[config.mk]
export PLATFORM = sky130hd
export DESIGN_NAME = cseq_core
export DESIGN_NICKNAME = d
export VERILOG_FILES = /design/src/core/cseq_pkg.sv /design/src/core/cseq_queue_mem.sv /design/src/core/cseq_result_fmt.sv /design/src/core/cseq_core.sv
export SDC_FILE = /design/constraint.sdc
export NUM_CORES = 1
export LEC_CHECK = 0
export BUFFER_PORTS_ARGS = -buffer_cell sky130_fd_sc_hd__buf_2
export CAP_MARGIN = 20
export CORE_AREA = 2 2 282 284
export DETAILED_ROUTE_END_ITERATION = 7
export DIE_AREA = 0 0 284 286
export SETUP_SLACK_MARGIN = 0.5
export SLEW_MARGIN = 10
export SYNTH_ARGS = -nofsm -noshare
export SYNTH_HDL_FRONTEND = slang
export SYNTH_SLANG_ARGS = --single-unit
[constraint.sdc]
create_clock -name clk_in -period 5 [get_ports clk_in]
set_input_delay 0.5 -clock clk_in [delete_from_list [all_inputs] [get_ports clk_in]]
set_output_delay 0.5 -clock clk_in [all_outputs]
set_load 0.03 [all_outputs]
[src/core/cseq_pkg.sv]
package cseq_pkg;

  // Result queue geometry
  localparam int QUEUE_DEPTH = 32;
  localparam int WORD_W = 16;

  // Word addresses on the parallel bus
  localparam logic [3:0] ADDR_STATUS = 4'ha;
  localparam logic [3:0] ADDR_QUEUE = 4'hc;

  // Status word layout
  localparam int ST_LVL_BIT = 2;
  localparam int ST_PAUSE_BIT = 5;
  localparam int ST_IP_LSB = 8;
  localparam int ST_CNT_LSB = 11;
  localparam int ST_CNT_W = 5;

  // Instruction word layout
  localparam int IN_PAUSE_BIT = 0;
  localparam int IN_LOOP_BIT = 1;
  localparam int IN_RES8_BIT = 8;
  localparam int IN_TIMER_BIT = 9;
  localparam int IN_WDOG_BIT = 11;
  localparam int IN_ACQ_LSB = 12;

  // Result word layout and saturation bounds
  localparam int RES_SIGN_BIT = 12;
  localparam logic [3:0] RES8_LOW_FILL = 4'he;
  localparam logic signed [15:0] RES13_MAX = 16'sh0fff;
  localparam logic signed [15:0] RES13_MIN = 16'shf000;
  localparam logic signed [15:0] RES9_MAX = 16'sh00ff;
  localparam logic signed [15:0] RES9_MIN = 16'shff00;

  // State lengths in clock cycles, and the width of the cycle counter
  localparam int CYC_CAL_SHORT = 76;
  localparam int CYC_CAL_FULL = 4944;
  localparam int CYC_TMR_MUL = 32;
  localparam int CYC_TMR_ADD = 2;
  localparam int CYC_ACQ13_BASE = 9;
  localparam int CYC_ACQ9_BASE = 2;
  localparam int CYC_ACQ_MUL = 2;
  localparam int CYC_CMP1 = 5;
  localparam int CYC_CONV13 = 44;
  localparam int CYC_CONV9 = 21;
  localparam int CYC_WDOG = 5;
  localparam int CNT_W = 21;

  // Sequencer states, coded with their state numbers
  typedef enum logic [2:0] {
    CSEQ_S0 = 3'b000,
    CSEQ_S1 = 3'b001,
    CSEQ_S2 = 3'b010,
    CSEQ_S3 = 3'b011,
    CSEQ_S4 = 3'b100,
    CSEQ_S5 = 3'b101,
    CSEQ_S6 = 3'b110,
    CSEQ_S7 = 3'b111
  } cseq_state_t;

endpackage : cseq_pkg

[src/core/cseq_queue_mem.sv]
`timescale 1ns/1ns
module cseq_queue_mem
  import cseq_pkg::*;
#(
  parameter int DEPTH = QUEUE_DEPTH,
  parameter int WIDTH = WORD_W,
  parameter int AW = $clog2(DEPTH)
)
(
  // Clock and control
  input wire logic clk_in,
  input wire logic srst_in,
  input wire logic ce_in,
  // Write port
  input wire logic wr_en_in,
  input wire logic [AW-1:0] wr_addr_in,
  input wire logic [WIDTH-1:0] wr_data_in,
  // Registered read port
  input wire logic [AW-1:0] rd_addr_in,
  output logic [WIDTH-1:0] rd_data_out
);

  logic [WIDTH-1:0] mem [DEPTH];

  // Storage has no reset; only the read register starts defined
  always_ff @(posedge clk_in)
  begin
    if (ce_in && wr_en_in)
    begin
      mem[wr_addr_in] <= wr_data_in;
    end
  end

  // Read data lag the address by one cycle
  always_ff @(posedge clk_in)
  begin
    if (srst_in)
    begin
      rd_data_out <= '0;
    end
    else if (ce_in)
    begin
      rd_data_out <= mem[rd_addr_in];
    end
  end

endmodule : cseq_queue_mem

[src/core/cseq_result_fmt.sv]
`timescale 1ns/1ns
module cseq_result_fmt
  import cseq_pkg::*;
(
  // Clock and control
  input wire logic clk_in,
  input wire logic srst_in,
  input wire logic ce_in,
  // Raw code and format selects
  input wire logic signed [15:0] code_in,
  input wire logic res8_in,
  input wire logic tag_ip_in,
  input wire logic [2:0] ip_in,
  // Packed queue word
  output logic [WORD_W-1:0] word_out
);

  logic [WORD_W-1:0] word_next;

  // Saturate, place the code, then fill the top three bits
  always_comb
  begin
    logic signed [15:0] sat;
    sat = code_in;
    word_next = '0;
    if (res8_in)
    begin
      if (code_in > RES9_MAX)
        sat = RES9_MAX;
      else if (code_in < RES9_MIN)
        sat = RES9_MIN;
      word_next[RES_SIGN_BIT:0] = {sat[8:0], RES8_LOW_FILL};
    end
    else
    begin
      if (code_in > RES13_MAX)
        sat = RES13_MAX;
      else if (code_in < RES13_MIN)
        sat = RES13_MIN;
      word_next[RES_SIGN_BIT:0] = sat[12:0];
    end
    word_next[15:13] = tag_ip_in ? ip_in : {3{word_next[RES_SIGN_BIT]}};
  end

  always_ff @(posedge clk_in)
  begin
    if (srst_in)
      word_out <= '0;
    else if (ce_in)
      word_out <= word_next;
  end

endmodule : cseq_result_fmt

[src/core/cseq_core.sv]
`timescale 1ns/1ns
// Functional notes
// Read-only result queue, 32 words of 16 bits, at word address 1100.
// Bits 3:0 low result bits or 1110 in 8-bit mode, 11:4 upper, 12 sign.
// Bits 15:13 hold sign extension or instruction address, per tag select.
// A write into a full queue drops the oldest word, keeps the newest.
// Host reads count first and never reads an empty queue.
// Narrow bus: low byte first; high-byte read pops the word.
// Threshold all ones with enable raises interrupt at the 31st result.
// Clearing start mid-conversion finishes and stores it, then halts.
// Queue interrupt never stops; only pause, start low or reset stop.
// Pointer clears on reset or after a looping instruction, else increments.
// With no loop bits the pointer runs to 111 and wraps.
// Software sets loop on the last instruction when fewer than eight.
// Instruction pointer readable in status bits 10:8 at any time.
// State 0 fetches the instruction in exactly one cycle.
// State 1 tests calibration and start, idles when stopped, else one cycle.
// Calibration lasts 76 cycles short, 4944 cycles full.
// Timer state lasts 32T+2 cycles.
// Acquisition lasts 9+2D cycles at 13 bits, 2+2D otherwise.
// First comparison lasts exactly 5 cycles.
// Second limit read lasts exactly one cycle.
// Conversion lasts 44, 21 or 5 cycles by mode.
// Results saturate to -4096..4095 or -256..255.
// Level flag sets when count reaches threshold; status read or reset clears.
// Transfer request rises with interrupt at threshold, falls when queue empties.
// State order 0,1,2,3,7,6,4,5; calibration and timer skipped unless asked.
module cseq_core
  import cseq_pkg::*;
#(
  parameter int CAL_FULL_CYCLES = CYC_CAL_FULL,
  parameter int DEPTH = QUEUE_DEPTH
)
(
  // Clock, reset, enable
  input wire logic clk_in,
  input wire logic srst_in,
  input wire logic ce_in,
  // Configuration controls
  input wire logic start_in,
  input wire logic chip_reset_in,
  input wire logic cal_short_in,
  input wire logic cal_full_in,
  input wire logic tag_ip_sel_in,
  input wire logic [15:0] timer_value_in,
  input wire logic [4:0] queue_thr_in,
  input wire logic queue_int_en_in,
  // Instruction memory
  output logic [2:0] instr_addr_out,
  input wire logic [15:0] instr_data_in,
  // Converter code
  input wire logic signed [15:0] conv_code_in,
  // Parallel bus pins
  input wire logic cs_n_in,
  input wire logic rd_n_in,
  input wire logic [3:0] word_addr_in,
  input wire logic byte_lane_select_in,
  input wire logic bus_width_select_in,
  output logic [15:0] data_out,
  output logic data_oe_out,
  // Host signalling
  output logic int_n_out,
  output logic transfer_request_pin_out
);

  localparam int AW = $clog2(DEPTH);
  localparam int CW = AW + 1;
  localparam logic [CW-1:0] FULL_CNT = CW'(DEPTH);
  localparam logic [CNT_W-1:0] CAL_SHORT_M1 = CNT_W'(CYC_CAL_SHORT - 1);
  localparam logic [CNT_W-1:0] CAL_FULL_M1 = CNT_W'(CAL_FULL_CYCLES - 1);
  localparam logic [7:0] PIN_IDLE = 8'hc0;

  // Cycles spent in a state, less one, when it is entered
  function automatic logic [CNT_W-1:0] len_m1(input cseq_state_t s, input logic [15:0] ins,
                                              input logic [15:0] tmr);
    int n;
    n = 1;
    case (s)
      CSEQ_S3: n = CYC_TMR_MUL * int'(tmr) + CYC_TMR_ADD;
      CSEQ_S7: n = ((ins[IN_RES8_BIT] || ins[IN_WDOG_BIT]) ? CYC_ACQ9_BASE : CYC_ACQ13_BASE)
                   + CYC_ACQ_MUL * int'(ins[IN_ACQ_LSB +: 4]);
      CSEQ_S6: n = CYC_CMP1;
      CSEQ_S5: n = ins[IN_WDOG_BIT] ? CYC_WDOG : (ins[IN_RES8_BIT] ? CYC_CONV9 : CYC_CONV13);
      default: n = 1;
    endcase
    return CNT_W'(n - 1);
  endfunction : len_m1

  logic rst;
  assign rst = srst_in | chip_reset_in;

  // Pin synchronisers: {cs_n, rd_n, width, lane, address}
  logic [7:0] pin_meta_reg;
  logic [7:0] pin_sync_reg;
  always_ff @(posedge clk_in)
  begin
    if (rst)
    begin
      pin_meta_reg <= PIN_IDLE;
      pin_sync_reg <= PIN_IDLE;
    end
    else if (ce_in)
    begin
      pin_meta_reg <= {cs_n_in, rd_n_in, bus_width_select_in, byte_lane_select_in, word_addr_in};
      pin_sync_reg <= pin_meta_reg;
    end
  end

  // Sequencer state
  cseq_state_t st_reg, st_next;
  logic [CNT_W-1:0] cnt_reg, cnt_next;
  logic [2:0] ip_reg, ip_next;
  logic [15:0] instr_reg, instr_next;
  logic start_d_reg, start_d_next;
  logic halted_reg, halted_next;
  logic resume_reg, resume_next;
  logic cal_d_reg, cal_d_next;
  logic cal_pend_reg, cal_pend_next;
  logic cal_full_reg, cal_full_next;
  logic pause_flag_reg, pause_flag_next;
  logic push_c;
  logic seq_last;

  // Queue, flags and host pins
  logic [AW-1:0] wr_ptr_reg, wr_ptr_next;
  logic [AW-1:0] rd_ptr_reg, rd_ptr_next;
  logic [CW-1:0] count_reg, count_next;
  logic lvl_flag_reg, lvl_flag_next;
  logic dma_next;
  logic int_n_next;
  logic lvl_event;

  // Bus read side
  logic rd_act_d_reg, rd_act_d_next;
  logic [3:0] rd_addr_reg, rd_addr_next;
  logic rd_lane_reg, rd_lane_next;
  logic rd_narrow_reg, rd_narrow_next;
  logic [15:0] data_next;
  logic oe_next;
  logic pop_c;
  logic st_clr_c;
  logic rd_act;
  logic [15:0] status_word;
  logic [WORD_W-1:0] mem_rd_data;
  logic [WORD_W-1:0] fmt_word;

  // Sequencer next state; run control is only checked in state 1
  always_comb
  begin
    logic rise_start;
    logic cal_req;
    rise_start = start_in && !start_d_reg;
    cal_req = cal_short_in || cal_full_in;
    st_next = st_reg;
    cnt_next = cnt_reg;
    ip_next = ip_reg;
    instr_next = instr_reg;
    start_d_next = start_in;
    halted_next = halted_reg && !rise_start;
    resume_next = resume_reg || (rise_start && halted_reg);
    cal_d_next = cal_req;
    cal_pend_next = cal_pend_reg;
    cal_full_next = cal_full_reg;
    pause_flag_next = pause_flag_reg && !st_clr_c;
    push_c = 1'b0;
    seq_last = (cnt_reg == '0);
    if (cal_req && !cal_d_reg)
    begin
      cal_pend_next = 1'b1;
      cal_full_next = cal_full_in;
    end
    if (!seq_last)
    begin
      cnt_next = cnt_reg - CNT_W'(1);
    end
    else
    begin
      unique case (st_reg)
        CSEQ_S0:
        begin
          instr_next = instr_data_in;
          st_next = CSEQ_S1;
          cnt_next = len_m1(CSEQ_S1, instr_data_in, timer_value_in);
        end
        CSEQ_S1:
        begin
          // Reset lands here without a fetch, so the word at the pointer is read again
          instr_next = instr_data_in;
          if (cal_pend_reg)
          begin
            st_next = CSEQ_S2;
            cnt_next = cal_full_reg ? CAL_FULL_M1 : CAL_SHORT_M1;
          end
          else if (start_in && !halted_reg)
          begin
            if (instr_data_in[IN_PAUSE_BIT] && !resume_reg)
            begin
              halted_next = 1'b1;
              pause_flag_next = 1'b1;
            end
            else
            begin
              resume_next = 1'b0;
              st_next = instr_data_in[IN_TIMER_BIT] ? CSEQ_S3 : CSEQ_S7;
              cnt_next = len_m1(st_next, instr_data_in, timer_value_in);
            end
          end
        end
        CSEQ_S2:
        begin
          cal_pend_next = 1'b0;
          st_next = CSEQ_S1;
          cnt_next = '0;
        end
        CSEQ_S3:
        begin
          st_next = CSEQ_S7;
          cnt_next = len_m1(CSEQ_S7, instr_reg, timer_value_in);
        end
        CSEQ_S7:
        begin
          st_next = CSEQ_S6;
          cnt_next = len_m1(CSEQ_S6, instr_reg, timer_value_in);
        end
        CSEQ_S6:
        begin
          st_next = CSEQ_S4;
          cnt_next = len_m1(CSEQ_S4, instr_reg, timer_value_in);
        end
        CSEQ_S4:
        begin
          st_next = CSEQ_S5;
          cnt_next = len_m1(CSEQ_S5, instr_reg, timer_value_in);
        end
        CSEQ_S5:
        begin
          // Conversion always completes, start is looked at again in state 1
          push_c = !instr_reg[IN_WDOG_BIT];
          ip_next = instr_reg[IN_LOOP_BIT] ? 3'h0 : ip_reg + 3'h1;
          st_next = CSEQ_S0;
          cnt_next = '0;
        end
      endcase
    end
  end

  always_ff @(posedge clk_in)
  begin
    if (rst)
    begin
      st_reg <= CSEQ_S1;
      cnt_reg <= '0;
      ip_reg <= 3'h0;
      instr_reg <= '0;
      start_d_reg <= 1'b0;
      halted_reg <= 1'b0;
      resume_reg <= 1'b0;
      cal_d_reg <= 1'b0;
      cal_pend_reg <= 1'b0;
      cal_full_reg <= 1'b0;
      pause_flag_reg <= 1'b0;
    end
    else if (ce_in)
    begin
      st_reg <= st_next;
      cnt_reg <= cnt_next;
      ip_reg <= ip_next;
      instr_reg <= instr_next;
      start_d_reg <= start_d_next;
      halted_reg <= halted_next;
      resume_reg <= resume_next;
      cal_d_reg <= cal_d_next;
      cal_pend_reg <= cal_pend_next;
      cal_full_reg <= cal_full_next;
      pause_flag_reg <= pause_flag_next;
    end
  end

  assign instr_addr_out = ip_reg;

  // Queue pointers, level flag and host pins; overflow moves the read side too
  always_comb
  begin
    wr_ptr_next = wr_ptr_reg;
    rd_ptr_next = rd_ptr_reg;
    count_next = count_reg;
    if (push_c)
    begin
      wr_ptr_next = wr_ptr_reg + AW'(1);
    end
    if (pop_c || (push_c && count_reg == FULL_CNT))
    begin
      rd_ptr_next = rd_ptr_reg + AW'(1);
    end
    if (push_c && !pop_c && count_reg != FULL_CNT)
      count_next = count_reg + CW'(1);
    else if (pop_c && !push_c)
      count_next = count_reg - CW'(1);
    // Set wins over a status read in the same cycle
    lvl_event = push_c && (count_next == {1'b0, queue_thr_in});
    lvl_flag_next = lvl_event || (lvl_flag_reg && !st_clr_c);
    if (lvl_event && queue_int_en_in)
      dma_next = 1'b1;
    else if (count_next == '0)
      dma_next = 1'b0;
    else
      dma_next = transfer_request_pin_out;
    int_n_next = !(lvl_flag_next && queue_int_en_in);
  end

  always_ff @(posedge clk_in)
  begin
    if (rst)
    begin
      wr_ptr_reg <= '0;
      rd_ptr_reg <= '0;
      count_reg <= '0;
      lvl_flag_reg <= 1'b0;
      transfer_request_pin_out <= 1'b0;
      int_n_out <= 1'b1;
    end
    else if (ce_in)
    begin
      wr_ptr_reg <= wr_ptr_next;
      rd_ptr_reg <= rd_ptr_next;
      count_reg <= count_next;
      lvl_flag_reg <= lvl_flag_next;
      transfer_request_pin_out <= dma_next;
      int_n_out <= int_n_next;
    end
  end

  // Status word is assembled live from the block's state
  always_comb
  begin
    status_word = '0;
    status_word[ST_LVL_BIT] = lvl_flag_reg;
    status_word[ST_PAUSE_BIT] = pause_flag_reg;
    status_word[ST_IP_LSB +: 3] = ip_reg;
    status_word[ST_CNT_LSB +: ST_CNT_W] = count_reg[ST_CNT_W-1:0];
  end

  // Bus reads: data latched at strobe start, side effects at strobe end
  always_comb
  begin
    logic rd_start;
    logic rd_end;
    logic [15:0] word;
    rd_act = !pin_sync_reg[7] && !pin_sync_reg[6];
    rd_start = rd_act && !rd_act_d_reg;
    rd_end = !rd_act && rd_act_d_reg;
    rd_act_d_next = rd_act;
    rd_addr_next = rd_addr_reg;
    rd_lane_next = rd_lane_reg;
    rd_narrow_next = rd_narrow_reg;
    data_next = data_out;
    oe_next = rd_act;
    word = '0;
    if (rd_start)
    begin
      rd_addr_next = pin_sync_reg[3:0];
      rd_lane_next = pin_sync_reg[4];
      rd_narrow_next = pin_sync_reg[5];
      if (pin_sync_reg[3:0] == ADDR_QUEUE)
        word = mem_rd_data;
      else if (pin_sync_reg[3:0] == ADDR_STATUS)
        word = status_word;
      if (pin_sync_reg[5])
        data_next = {8'h00, pin_sync_reg[4] ? word[15:8] : word[7:0]};
      else
        data_next = word;
    end
    // Only the high byte, or a whole word, removes the entry; empty reads leave it
    pop_c = rd_end && (rd_addr_reg == ADDR_QUEUE) && (!rd_narrow_reg || rd_lane_reg)
            && (count_reg != '0);
    st_clr_c = rd_end && (rd_addr_reg == ADDR_STATUS);
  end

  always_ff @(posedge clk_in)
  begin
    if (rst)
    begin
      rd_act_d_reg <= 1'b0;
      rd_addr_reg <= '0;
      rd_lane_reg <= 1'b0;
      rd_narrow_reg <= 1'b0;
      data_out <= '0;
      data_oe_out <= 1'b0;
    end
    else if (ce_in)
    begin
      rd_act_d_reg <= rd_act_d_next;
      rd_addr_reg <= rd_addr_next;
      rd_lane_reg <= rd_lane_next;
      rd_narrow_reg <= rd_narrow_next;
      data_out <= data_next;
      data_oe_out <= oe_next;
    end
  end

  // Result packing follows the converter code by one cycle
  cseq_result_fmt u_fmt (
    .clk_in(clk_in),
    .srst_in(rst),
    .ce_in(ce_in),
    .code_in(conv_code_in),
    .res8_in(instr_reg[IN_RES8_BIT]),
    .tag_ip_in(tag_ip_sel_in),
    .ip_in(ip_reg),
    .word_out(fmt_word)
  );

  cseq_queue_mem #(.DEPTH(DEPTH), .WIDTH(WORD_W), .AW(AW)) u_mem (
    .clk_in(clk_in),
    .srst_in(rst),
    .ce_in(ce_in),
    .wr_en_in(push_c),
    .wr_addr_in(wr_ptr_reg),
    .wr_data_in(fmt_word),
    .rd_addr_in(rd_ptr_reg),
    .rd_data_out(mem_rd_data)
  );

  // Checks on sequencer timing and queue bookkeeping
  logic st_s2;
  logic st_s3;
  logic st_s5;
  logic st_s6;
  assign st_s2 = (st_reg == CSEQ_S2);
  assign st_s3 = (st_reg == CSEQ_S3);
  assign st_s5 = (st_reg == CSEQ_S5);
  assign st_s6 = (st_reg == CSEQ_S6);
endmodule : cseq_core

Word level (Yosys, flattened, before mapping)
Memories as Yosys holds them, arrays and structs flattened. A register that Yosys moved wholly into a read port is not among the register bits.
Cells that the tools add are included.
- flip-flop bits (word level): 124
- RAM bits: 512
- input port bits: 70
- logic and storage cells: 200
- memories: 1
- add/sub/neg operators: 15
- magnitude comparators: 4
- equality and inequality tests: 22
- multiplexer cells: 70
- bitwise gates (word level): 1
- reduce and logical (&&, ||, !) cells: 62
- memory list (memory ; words ; width ; read ports ; clocked after Yosys merged registers in ; wr ports ; RTL line ; source):
    u_mem.mem ; 32 ; 16 ; 1 ; 1 ; 1 ; cseq_queue_mem.sv:23 ; logic [WIDTH-1:0] mem [DEPTH];
- operators by type and width (cell ; number):
    $mux W21 ; 19
    $pmux W21 S7 ; 1
    $sub A21 B2 Y21 const B ; 6
    $pmux W21 S4 ; 1
    $mux W13 ; 4
    $mux W16 ; 3
    $mux W6 ; 6
    $mux W1 ; 24
    $logic_and A1 B1 Y1 ; 23
    $add A21 B2 Y21 const B ; 1
    $eq A3 B3 Y1 const B ; 7
    $logic_not A21 Y1 ; 1
    $pmux W3 S7 ; 1
    $sub A21 B1 Y21 const B ; 1
    $mux W3 ; 6
    $mux W9 ; 2
    $eq A4 B4 Y1 const B ; 4
    $gt A16 B13 Y1 const B ; 1
    $gt A16 B9 Y1 const B ; 1
    $lt A16 B13 Y1 const B ; 1
    $lt A16 B9 Y1 const B ; 1
    $logic_not A1 Y1 ; 15
    $add A4 B5 Y6 ; 2
    $add A5 B1 Y5 const B ; 2
    22 further kinds ; 41

Logic depth before layout (Yosys ltp)
Gate-level depths: netlist (run 1).
- depth after elaboration: 16
- depth in mapped cells: 13

By module
Synthesis (run 1) repeated with hierarchy kept, for this count alone.
- cells, all modules: 1979
- area, all modules: 27207.3 um^2
- by module, submodules not included (module ; times used ; cells each ; area an instance (um^2)):
    cseq_queue_mem ; 1 ; 1149 ; 20566.0
    cseq_core ; 1 ; 736 ; 5825.6
    cseq_result_fmt ; 1 ; 94 ; 815.8

Least setup slack after synthesis (run 1)
Ideal clock, no wire load.
- kind: flip-flop to flip-flop
- start point: reg cnt_reg[10]
- end point: mem u_mem.mem[15][0] in the netlist's numbering (enable)
- library setup time: 390 ps
- data arrival time: 3150 ps
- required time: 4610 ps
- slack: 1460 ps
- stages on the path, launching flop included: 10
- path buffers: 2
- path through: dfxtp_1 > or3_1 > buf_2 > or4_4 > buf_6 > nor3_4 > nand2_1 > nor3_2 > nand2_1 > nor2_1
- cells in the longest elaborated chain, start to end: 5
- ends and longest elaborated chain (what ; RTL line ; source):
    from (decl) ; cseq_core.sv:111 ; logic [CNT_W-1:0] cnt_reg, cnt_next;
    from (signal assigned) ; cseq_core.sv:266 ; cnt_reg <= cnt_next;
    $logic_not A21 Y1 ; cseq_core.sv:166 ; seq_last = (cnt_reg == '0);
    $mux W1 ; cseq_core.sv:172 ; if (!seq_last)
    $logic_and A1 B1 Y1 ; cseq_queue_mem.sv:28 ; if (ce_in && wr_en_in)
    $mux W1 ; cseq_queue_mem.sv:28 ;
    $mux W1 (implied by the code) ; cseq_queue_mem.sv:30 ; mem[wr_addr_in] <= wr_data_in;
    to (decl) ; cseq_queue_mem.sv:23 ;
Every way passes these cells.

Worst setup path in the final report (run 1)
- start point: reg cnt_reg[10]
- end point: mem u_mem.mem[7][10] in the netlist's numbering (enable)
Same word-level chain as after synthesis.

==> results.yml, run 1 <==
routing:
  via_per_inst: 5.33
  initialDrtViolationCount: 1388
  vias: 15300
  drc_errors: 0
  drt_wl_total_mm: 64.8
  avgRoutedWirePerCell_um: 22.6
  drt.antenna.violating_nets: 0
  first_pass_iters: 5
sta:
  finalMaxSlewViolations: 0
  rsz0062_at_grt: "false"
  max_slew_margin_pct: 32.9
  hold_viol: 0
  period_minus_slack_ns: 4.21
  tns_ns: 0
  fin_skew_ns: 0.0205
  max_freq_mhz: 238
  final-setup-viol-count: 0
  period_share_pct: 84.1
  tightest_slew_ns: 0.992
cells_and_area:
  final_nets: 1855
  num-fill-cells: 7217
  largest_register_ff_count: 512
  num_antenna_cells: 0
  syn_to_final_growth_pct: 15.8
  fin_cells: 2867
  drive_above_1_share_pct: 25.4
synthesis:
  yosys_warnings: 0
  synth-xor-area-share_pct: 0.986
  syn_area_per_cell_um2: 16.1
  muxShareOfSynthArea_pct: 15.2
  syn_inst: 1643
  synthArstFlopShare_pct: 0
  yosys.area_share.simple_pct: 6.72
  synth-seq-cells: 643
  synth_edf_count: 512
  synth_top_family_by_area: "multiplexers"
  ys_seq_area_share_pct: 68.2
  synthAdderAreaFrac_pct: 0.853
  syn_area_um2: 26400
  syn_nets: 1731
  synth_cell_types: 70
  synth_ff_type: "edfxtp_1"
  synth_compound_area_share_pct: 6.31
setup_path:
  arrival_ns: 4.48
  crit_type: "reg2reg"
  start_kind: "flip-flop"
  required_ns: 5.28
  critPathMaxFanout: 10
  worstSetupEndpointType: "flip-flop"
clock_tree:
  cts_buffer_depth: 3
  postCtsSetupBuffers: 0
  post_cts_resized: 0
  postCtsHoldBufs: 0
  cts.htree.levels: 3
  tritoncts: "yes"
  clockRootBuffer: "clkbuf_16"
  clk_pin_slew_ns: 0.06
  numClockSinks: 643
  clkLatencyLatePin_ns: 0.60
  cts_made_buffers: 67
floorplanning:
  die_x_um: 284
  core_um2: 78400
  start_util_pct: 33.7
  pin_count: 92
  fp.dieH_um: 286
  rows: 103
  die_area_um2: 81200
power_and_ir_drop:
  power_density_nw_per_um2: 426
  peakVddDrop_v: 0.000313
  p_leak_nw: 9.76
global_routing:
  grt_pass1_vias: 15200
  grt_pass1_wl_mm: 96.8
  antenna_found_initial: 1
  grt_max_degree: 87
  grt_usage_pct: 15.8
  grt_overflow: 0
run_status:
  status: "complete, no violations"
job:
  maxCapViolations: 0
place:
  place.port_buffers: 84
  gp_congestion: 0.896
  dp.cells: 2744
  hpwl_mm: 41.3
min_path:
  hp-class: "in2reg"
path summary, 6_finish.rpt:
| kind | startpoint | end | slack [ns] | cells after the start |
|---|---|---|---|---|
| worst max-delay path | cnt_reg[10]$_SDFFE_PP0P_ | u_mem.mem[7][10]$_DFFE_PP_ | 0.79 | 8 |
| worst min-delay path | cs_n_in | pin_meta_reg[7]$_SDFFE_PP1P_ | 0.14 | 3 |
| worst max register to register | cnt_reg[10]$_SDFFE_PP0P_ | u_mem.mem[7][10]$_DFFE_PP_ | 0.79 | 8 |
| worst min register to register | rd_narrow_reg$_SDFFE_PP0P_ | rd_narrow_reg$_SDFFE_PP0P_ | 0.45 | 2 |
critical path, cell delays in order (launching register included):
cell and delay [ns]:
dfxtp_1 0.34, or3_1 0.49, or4_4 0.54, nor3_4 0.16, nand2_1 0.12, nor3_2 0.66, nand2_1 0.51, nor2_2 0.67
buf_4 0.36
cells in the final DEF (no fill, tap or decap), types with 7 or more instances in the layout:
cell,Yosys,final
edfxtp_1,512,512
mux4_2,160,160
nor2_1,148,124
dfxtp_1,131,123
nand2_1,87,87
buf_2,2,83
a21oi_1,76,76
clkbuf_16,0,69
o21ai_0,68,68
buf_4,0,60
mux2i_1,41,41
nand3_1,28,28
nor3_1,25,25
nor2_2,0,24
a211oi_1,23,23
inv_1,19,19
ha_1,18,18
clkbuf_1,78,16
a31oi_1,15,15
xnor2_1,15,15
clkinv_1,0,13
or3_1,12,12
a22oi_1,12,12
xor2_1,11,11
o211ai_1,9,9
a22o_1,9,9
nand4_1,8,8
and3_1,7,7
nor4_1,9,7
a311oi_1,7,7
Yosys cell counts (4+ instances only):
master      n  share of area (%)
and2_1      4              0.095
a211oi_1   23               0.65
a21oi_1    76                1.4
or3_1      12               0.28
nor4_1      9               0.21
mux2i_1    41                1.6
nor3b_1     5               0.14
nand3_1    28               0.53
a31oi_1    15               0.36
inv_1      19               0.27
nand3b_1    4               0.11
mux4_2    160                 14
ha_1       18               0.85
dfxtp_1   131                9.9
xnor2_1    15               0.50
a22o_1      9               0.30
nand2_1    87                1.2
nor2_1    148                2.1
o211ai_1    9               0.26
nand4_1     8               0.19
o21ai_0    68                1.3
and3_1      7               0.17
o21a_1      4               0.11
xor2_1     11               0.36
a311oi_1    7               0.23
a22oi_1    12               0.34
nand2b_1    4              0.095
nor3_1     25               0.47
edfxtp_1  512                 58
a222oi_1    4               0.15
a221oi_1    4               0.13
o22ai_1     6               0.14
clkbuf_1   78                1.1
buf_1      18               0.26
or3b_2      4               0.13
where the power goes:
part	switching (W)	internal [W]	total [W]
sequential	0.000124	0.00585	0.00597
combinational	0.00147	0.000789	0.00226
clock	0.00200	0.00279	0.00479
total	0.00360	0.00943	0.0130
metrics by stage:
stage	hold WS (ns)	area (um^2)	power, W	utilization [%]	setup WS [ns]
floorplan	0.432	26400	0.00769	-	1.46
global placement	0.443	28400	0.00824	36.2	0.924
detailed placement	0.444	28400	0.00831	36.3	0.797
CTS	0.110	30500	0.0131	38.9	0.768
global route	0.149	30600	0.0136	39.0	0.627
finish	0.140	30600	0.0130	39.0	0.795
layout make-up:
| cell class | instances | area (um^2) | area share [%] |
|---|---|---|---|
| multi-input cells | 882 | 8040 | 26.3 |
| well taps | 1050 | 1310 | 4.30 |
| inverters | 19 | 71.3 | 0.233 |
| repair buffers | 154 | 1050 | 3.43 |
| clock buffers | 85 | 1790 | 5.84 |
| clock inverters | 34 | 304 | 0.994 |
| flip-flops and latches | 643 | 18000 | 58.9 |
logic make-up (layout without fill, tap and decap cells):
family                     count (synthesis)  count (layout)
AOI/OAI and AO/OA                        263             263
xor gates and xnor gates                  28              28
adders and majority gates                 18              18
buffers and inverters                    118             292
DFF                                      643             643
muxes                                    202             202
and+or+nand+nor                          371             371
per-layer routing:
layer,global-route usage (%),wire [um],up-vias
met5,0,0,-
li1,-,-,6777
met2,27.0,32100,573
met4,6.70,2360,0
met1,20.3,26600,7840
met3,2.21,3780,104
(Power assumes the default switching activity.)
==> run 2, diff against run 1 <==
--- a/config.mk
+++ b/config.mk
@@ -5,11 +5,12 @@
 export SDC_FILE = /design/constraint.sdc
 export NUM_CORES = 1
 export LEC_CHECK = 0
+export ABC_AREA = 1
 export BUFFER_PORTS_ARGS = -buffer_cell sky130_fd_sc_hd__buf_2
 export CAP_MARGIN = 20
-export CORE_AREA = 2 2 282 284
+export CORE_AREA = 2 2 285 287
 export DETAILED_ROUTE_END_ITERATION = 7
-export DIE_AREA = 0 0 284 286
+export DIE_AREA = 0 0 287 289
 export SETUP_SLACK_MARGIN = 0.5
 export SLEW_MARGIN = 10
 export SYNTH_ARGS = -nofsm -noshare
==> constraint.sdc (replaced) <==
create_clock -name clk_in -period 3.7 [get_ports clk_in]
set_input_delay 0.37 -clock clk_in [delete_from_list [all_inputs] [get_ports clk_in]]
set_output_delay 0.37 -clock clk_in [all_outputs]
set_load 0.03 [all_outputs]
==> results.yml, run 2 <==
setup_path:
  worstSetupEndpointType: "flip-flop"
  crit_type: "reg2reg"
  critPathMaxFanout: 16
  required_ns: 3.98
  start_kind: "flip-flop"
  arrival_ns: 3.20
clock_tree:
  cts.htree.levels: 3
  clockRootBuffer: "clkbuf_16"
  clkLatencyLatePin_ns: 0.61
  numClockSinks: 643
  clk_pin_slew_ns: 0.06
  cts_made_buffers: 66
  postCtsSetupBuffers: 0
  cts_buffer_depth: 3
  tritoncts: "yes"
routing:
  vias: 19100
  first_pass_iters: 5
  drt_wl_total_mm: 70.6
  drt.antenna.violating_nets: 0
  initialDrtViolationCount: 1952
  drc_errors: 0
  via_per_inst: 5.19
  avgRoutedWirePerCell_um: 19.2
sta:
  finalMaxSlewViolations: 0
  max_freq_mhz: 342
  period_share_pct: 79.1
  hold_viol: 0
  fin_skew_ns: 0.0178
  max_slew_margin_pct: 37.6
  tns_ns: 0
  tightest_slew_ns: 0.935
  period_minus_slack_ns: 2.93
  final-setup-viol-count: 0
  rsz0062_at_grt: "false"
job:
  maxCapViolations: 0
synthesis:
  yosys.area_share.simple_pct: 13.1
  syn_area_per_cell_um2: 10.9
  syn_inst: 2471
  yosysMostFrequentCell: "edfxtp_1"
  synth_edf_count: 512
  muxShareOfSynthArea_pct: 0
  synth_compound_area_share_pct: 14.8
  syn_nets: 2559
  yosys_warnings: 0
  synth-seq-cells: 643
  ys_top_cells_by_area: "edfxtp_1 (57%), dfxtp_1 (9.7%), o21ai_0 (7.0%)"
  yosys.area.top_type: "edfxtp_1"
  synthArstFlopShare_pct: 0
  synth_top_family_by_area: "compound AO/OA/AOI/OAI gates"
  synth_cell_types: 53
  synthTopCellsByCount: "edfxtp_1 (512), o21ai_0 (376), nor2_1 (357)"
  synth_top_area_share_pct: 57.1
  synth_ff_type: "edfxtp_1"
  syn_area_um2: 26900
  ys_seq_area_share_pct: 66.9
  synthAdderAreaFrac_pct: 0.837
  synth-xor-area-share_pct: 0.423
power_and_ir_drop:
  power.switching_w: 0.00329
  peakVddDrop_v: 0.000399
  p_seq_share_pct: 52.5
  power_density_nw_per_um2: 485
  p_int_w: 0.0117
  combPwrFrac_pct: 4.8
  power.total_w: 0.0150
  power_frac_clock_pct: 42.7
  switching_share_pct: 21.9
  p_leak_nw: 10.6
place:
  place.port_buffers: 84
  dp.cells: 3553
  hpwl_mm: 41.7
  gp_congestion: 0.837
floorplanning:
  core_um2: 79900
  fp.dieH_um: 289
  start_util_pct: 33.7
  rows: 104
  pin_count: 92
  die_area_um2: 82900
  die_x_um: 287
cells_and_area:
  layout_commonest_cell: "edfxtp_1"
  largest_register_ff_count: 512
  multi_input_area_um2: 7880
  syn_to_final_growth_pct: 14.7
  fin_util_pct: 38.7
  num-fill-cells: 7752
  fin_cells: 3676
  most-common-layout-cells: "edfxtp_1 (512), o21ai_0 (376), nor2_1 (355)"
  final_nets: 2654
  regArea_um2: 18000
  drive_above_1_share_pct: 12.4
global_routing:
  grt_usage_pct: 16.7
  grt_max_degree: 157
  grt_pass1_wl_mm: 106
  antenna_found_initial: 2
  grt_pass1_vias: 17500
  grt_overflow: 0
run_status:
  status: "complete, no violations"
min_path:
  hp-class: "in2reg"
[run 2: changes by cell type after synthesis, sizes merged, moves of 65 or more]
cell,change
inv,+99
mux4,-160
nand2,+195
nand3,+65
nor2,+227
o21ai,+310
o22ai,+81
[run 2: logic make-up after synthesis]
group                      count (synthesis)
xor gates and xnor gates                  13
AOI/OAI and AO/OA                        710
adders and majority gates                 18
buffers and inverters                    267
DFF                                      643
and+or+nand+nor                          820
[run 2: layout make-up]
class,instances,area share [%]
flip-flops and latches,643,58.3
multi-input cells,1561,25.5
clock buffers,85,5.71
well taps,1060,4.29
repair buffers,173,3.73
inverters,121,1.49
clock inverters,32,0.940
diodes,1,0.00810
[run 2: worst max-delay path, stage by stage (launching register included)]
cell and delay (ns):
dfxtp_1 0.31, inv_1 0.12, ha_1 0.24, nand3_2 0.18
nor2_8 0.21, nand3_1 0.15, nor2_4 0.14, inv_2 0.10
nor2_4 0.23, nand2_1 0.37, nor2_1 0.20, buf_4 0.32
[run 2: per-layer routing]
metal / up-vias / part of all wire, % / global-route usage [%] / wire length (um)
met3: 101 / 6.4 / 2.98 / 4520
li1: 9134 / - / - / -
met4: 2 / 2.9 / 6.12 / 2020
met2: 578 / 45 / 25.5 / 31700
met1: 9262 / 46 / 23.8 / 32300
met5: - / 0.011 / 0 / 8
[run 2: worst paths after layout]
kind,from,endpoint,slack (ns),cells past startpoint
worst max register to register,cnt_reg[0]$_SDFFE_PP0P_,u_mem.mem[13][7]$_DFFE_PP_,0.77,11
worst min-delay path,word_addr_in[0],pin_meta_reg[0]$_SDFFE_PP0P_,0.02,3
worst max-delay path,cnt_reg[0]$_SDFFE_PP0P_,u_mem.mem[13][7]$_DFFE_PP_,0.77,11
worst min register to register,rd_addr_reg[0]$_SDFFE_PP0P_,rd_addr_reg[0]$_SDFFE_PP0P_,0.45,2
[run 2: power by group through the flow]
stage | Sequential, W | Clock, W | Combinational [W]
3_3_place_gp | 0.00802 | 0 | 0.000696
3_5_place_dp | 0.00802 | 0 | 0.000701
4_1_cts | 0.00787 | 0.00652 | 0.000708
6_report | 0.00786 | 0.00640 | 0.000713
5_1_grt | 0.00787 | 0.00678 | 0.000799
2_1_floorplan | 0.00803 | 0 | 0.000463
[run 2: through the flow]
step	setup slack [ns]	hold slack (ns)	cell area (um^2)
2_1_floorplan	0.494	0.429	26900
3_3_place_gp	0.748	0.440	28800
3_5_place_dp	0.718	0.444	28800
4_1_cts	0.756	0.00136	30900
5_1_grt	0.572	0.0272	30900
6_report	0.772	0.0225	30900
[run 2: what timing repair did]
item / 4_1_cts / 5_1_grt
hold buffers: 4 / 0
hold endpoints to repair: 4 / 0
resized for setup: 0 / 0
==> run 3, diff against run 2 <==
==> constraint.sdc (replaced) <==
create_clock -name clk_in -period 2.36 [get_ports clk_in]
set_input_delay 0.236 -clock clk_in [delete_from_list [all_inputs] [get_ports clk_in]]
set_output_delay 0.236 -clock clk_in [all_outputs]
set_load 0.03 [all_outputs]
==> results.yml, run 3 (same netlist as run 2, synthesis figures left out) <==
run_status:
  status: "complete, no violations"
routing:
  vias: 20900
  first_pass_iters: 6
  route.met2.wl_mm: 37.8
  highest_layer: "met4"
  drt.antenna.violating_nets: 0
  initialDrtViolationCount: 2120
  drc_errors: 0
  avgRoutedWirePerCell_um: 21.1
  routedLengthMet1_mm: 34.0
  met3_length_mm: 7.08
  via_per_inst: 5.40
  drt_wl_total_mm: 81.5
floorplanning:
  fp.dieH_um: 289
  start_util_pct: 33.7
  core_um2: 79900
  die_area_um2: 82900
  pin_count: 92
  die_x_um: 287
  rows: 104
place:
  place.port_buffers: 84
  dp.cells: 3629
  hpwl_mm: 47.9
  gp_congestion: 0.893
global_routing:
  antenna_found_initial: 1
  grt_pass1_vias: 19700
  grt_max_degree: 88
  grt_pass1_wl_mm: 116
  grt_overflow: 0
  grt_usage_pct: 18.2
power_and_ir_drop:
  p_leak_nw: 12.1
  peakVddDrop_v: 0.000469
  combPwrFrac_pct: 6.2
  power_density_nw_per_um2: 711
  switching_share_pct: 22.2
  power.switching_w: 0.00545
  p_int_w: 0.0191
  power_frac_clock_pct: 43.6
  p_seq_share_pct: 50.2
clock_tree:
  clkLatencyLatePin_ns: 0.63
  cts_buffer_depth: 3
  cts_made_buffers: 70
  numClockSinks: 643
  cts.htree.levels: 3
  clockRootBuffer: "clkbuf_16"
  clk_pin_slew_ns: 0.06
  tritoncts: "yes"
setup_path:
  required_ns: 2.69
  reg2regPathDepth: 13
  arrival_ns: 2.59
  start_kind: "flip-flop"
  worstSetupEndpointType: "flip-flop"
  crit_type: "reg2reg"
  rr_endpoint: "u_mem.mem[3][13]$_DFFE_PP_"
  critPathMaxFanout: 8
  r2r_slack_ns: 0.1
  r2r-start: "cnt_reg[15]$_SDFFE_PP0P_"
min_path:
  min_from: "cal_short_in"
  min_to: "cal_d_reg$_SDFFE_PP0P_"
  holdPathStages: 3
  hp-class: "in2reg"
sta:
  rsz0062_at_grt: "true"
  tightest_slew_ns: 0.796
  max_freq_mhz: 442
  holdWs_ns: 0.0374
  tns_ns: 0
  final-setup-viol-count: 0
  finalMaxSlewViolations: 0
  max_slew_margin_pct: 46.9
  hold_viol: 0
  period_share_pct: 95.8
  fin_skew_ns: 0.0279
  period_minus_slack_ns: 2.26
cells_and_area:
  fin_cells: 3868
  largest_register_ff_count: 512
  num_antenna_cells: 0
  layout_commonest_cell: "edfxtp_1"
  drive_above_1_share_pct: 23.3
  syn_to_final_growth_pct: 28.2
  num-fill-cells: 7342
  final_nets: 2843
  most-common-layout-cells: "edfxtp_1 (512), o21ai_0 (332), nor2_1 (312)"
job:
  maxCapViolations: 0
[run 3: critical path, stage by stage (launching register included)]
cell and delay [ns]:
dfxtp_1 0.35, nor2_1 0.14, nand2_2 0.08, nor2_4 0.12
buf_4 0.13, nand3_4 0.10, nor2_4 0.15, inv_4 0.05
nor2_4 0.10, buf_12 0.14, nand3_4 0.10, nor3_4 0.21
buf_6 0.14, buf_12 0.14
[run 3: layout make-up]
cell class | instances | area [um^2] | share of cell area [%]
Sequential cell | 643 | 18000 | 52.2
Multi-Input combinational cell | 1562 | 8720 | 25.3
Timing Repair Buffer | 354 | 3690 | 10.7
Clock buffer | 91 | 1900 | 5.51
Tap cell | 1060 | 1330 | 3.84
Inverter | 121 | 489 | 1.42
Clock inverter | 34 | 323 | 0.935
Timing Repair inverter | 3 | 36.3 | 0.105
[run 3: per-layer routing]
| layer | track usage [%] | vias to the layer above |
|---|---|---|
| met1 | 24.7 | 10300 |
| met5 | 0 | - |
| met2 | 28.5 | 878 |
| li1 | - | 9547 |
| met3 | 3.80 | 149 |
| met4 | 7.34 | 0 |
[run 3: how the worst max path moves through the flow]
stage,start,slack (ns),endpoint,depth (start not counted)
2_1_floorplan,cnt_reg[1]$_SDFFE_PP0P_,-0.08,u_mem.mem[3][0]$_DFFE_PP_,11
3_3_place_gp,instr_data_in[8],-0.21,cnt_reg[12]$_SDFFE_PP0P_,14
3_5_place_dp,instr_data_in[8],-0.21,cnt_reg[16]$_SDFFE_PP0P_,15
4_1_cts,cnt_reg[0]$_SDFFE_PP0P_,0.12,u_mem.mem[3][6]$_DFFE_PP_,13
5_1_grt,count_reg[1]$_SDFFE_PP0P_,-0.02,int_n_out$_SDFFE_PP1P_,21
6_report,cnt_reg[15]$_SDFFE_PP0P_,0.1,u_mem.mem[3][13]$_DFFE_PP_,13
[run 3: per-stage QoR]
stage	utilization, %	worst slack [ns]	area, um^2	total power [W]
global route	43.2	-0.0196	34500	0.0253
floorplan	-	-0.0786	27200	0.0133
global placement	37.7	-0.211	30100	0.0138
CTS	41.5	0.118	33200	0.0246
finish	43.2	0.0996	34500	0.0245
detailed placement	37.7	-0.211	30100	0.0138
[run 3: what timing repair did]
action                                  CTS  global route
pin swaps                                34            76
endpoints found under the hold margin    36             0
hold buffers                             31             0
gates resized for setup                  83           182
gates cloned                              3            23
setup buffers                            25            32
endpoints found under the setup margin  571           594
[run 3: power by group through the flow]
stage               clock [W]  combinational (W)  sequential (W)
floorplan                   0           0.000744          0.0126
global placement            0            0.00123          0.0125
finish                 0.0107            0.00152          0.0123
global route           0.0113            0.00166          0.0123
detailed placement          0            0.00125          0.0125
CTS                    0.0108            0.00144          0.0123
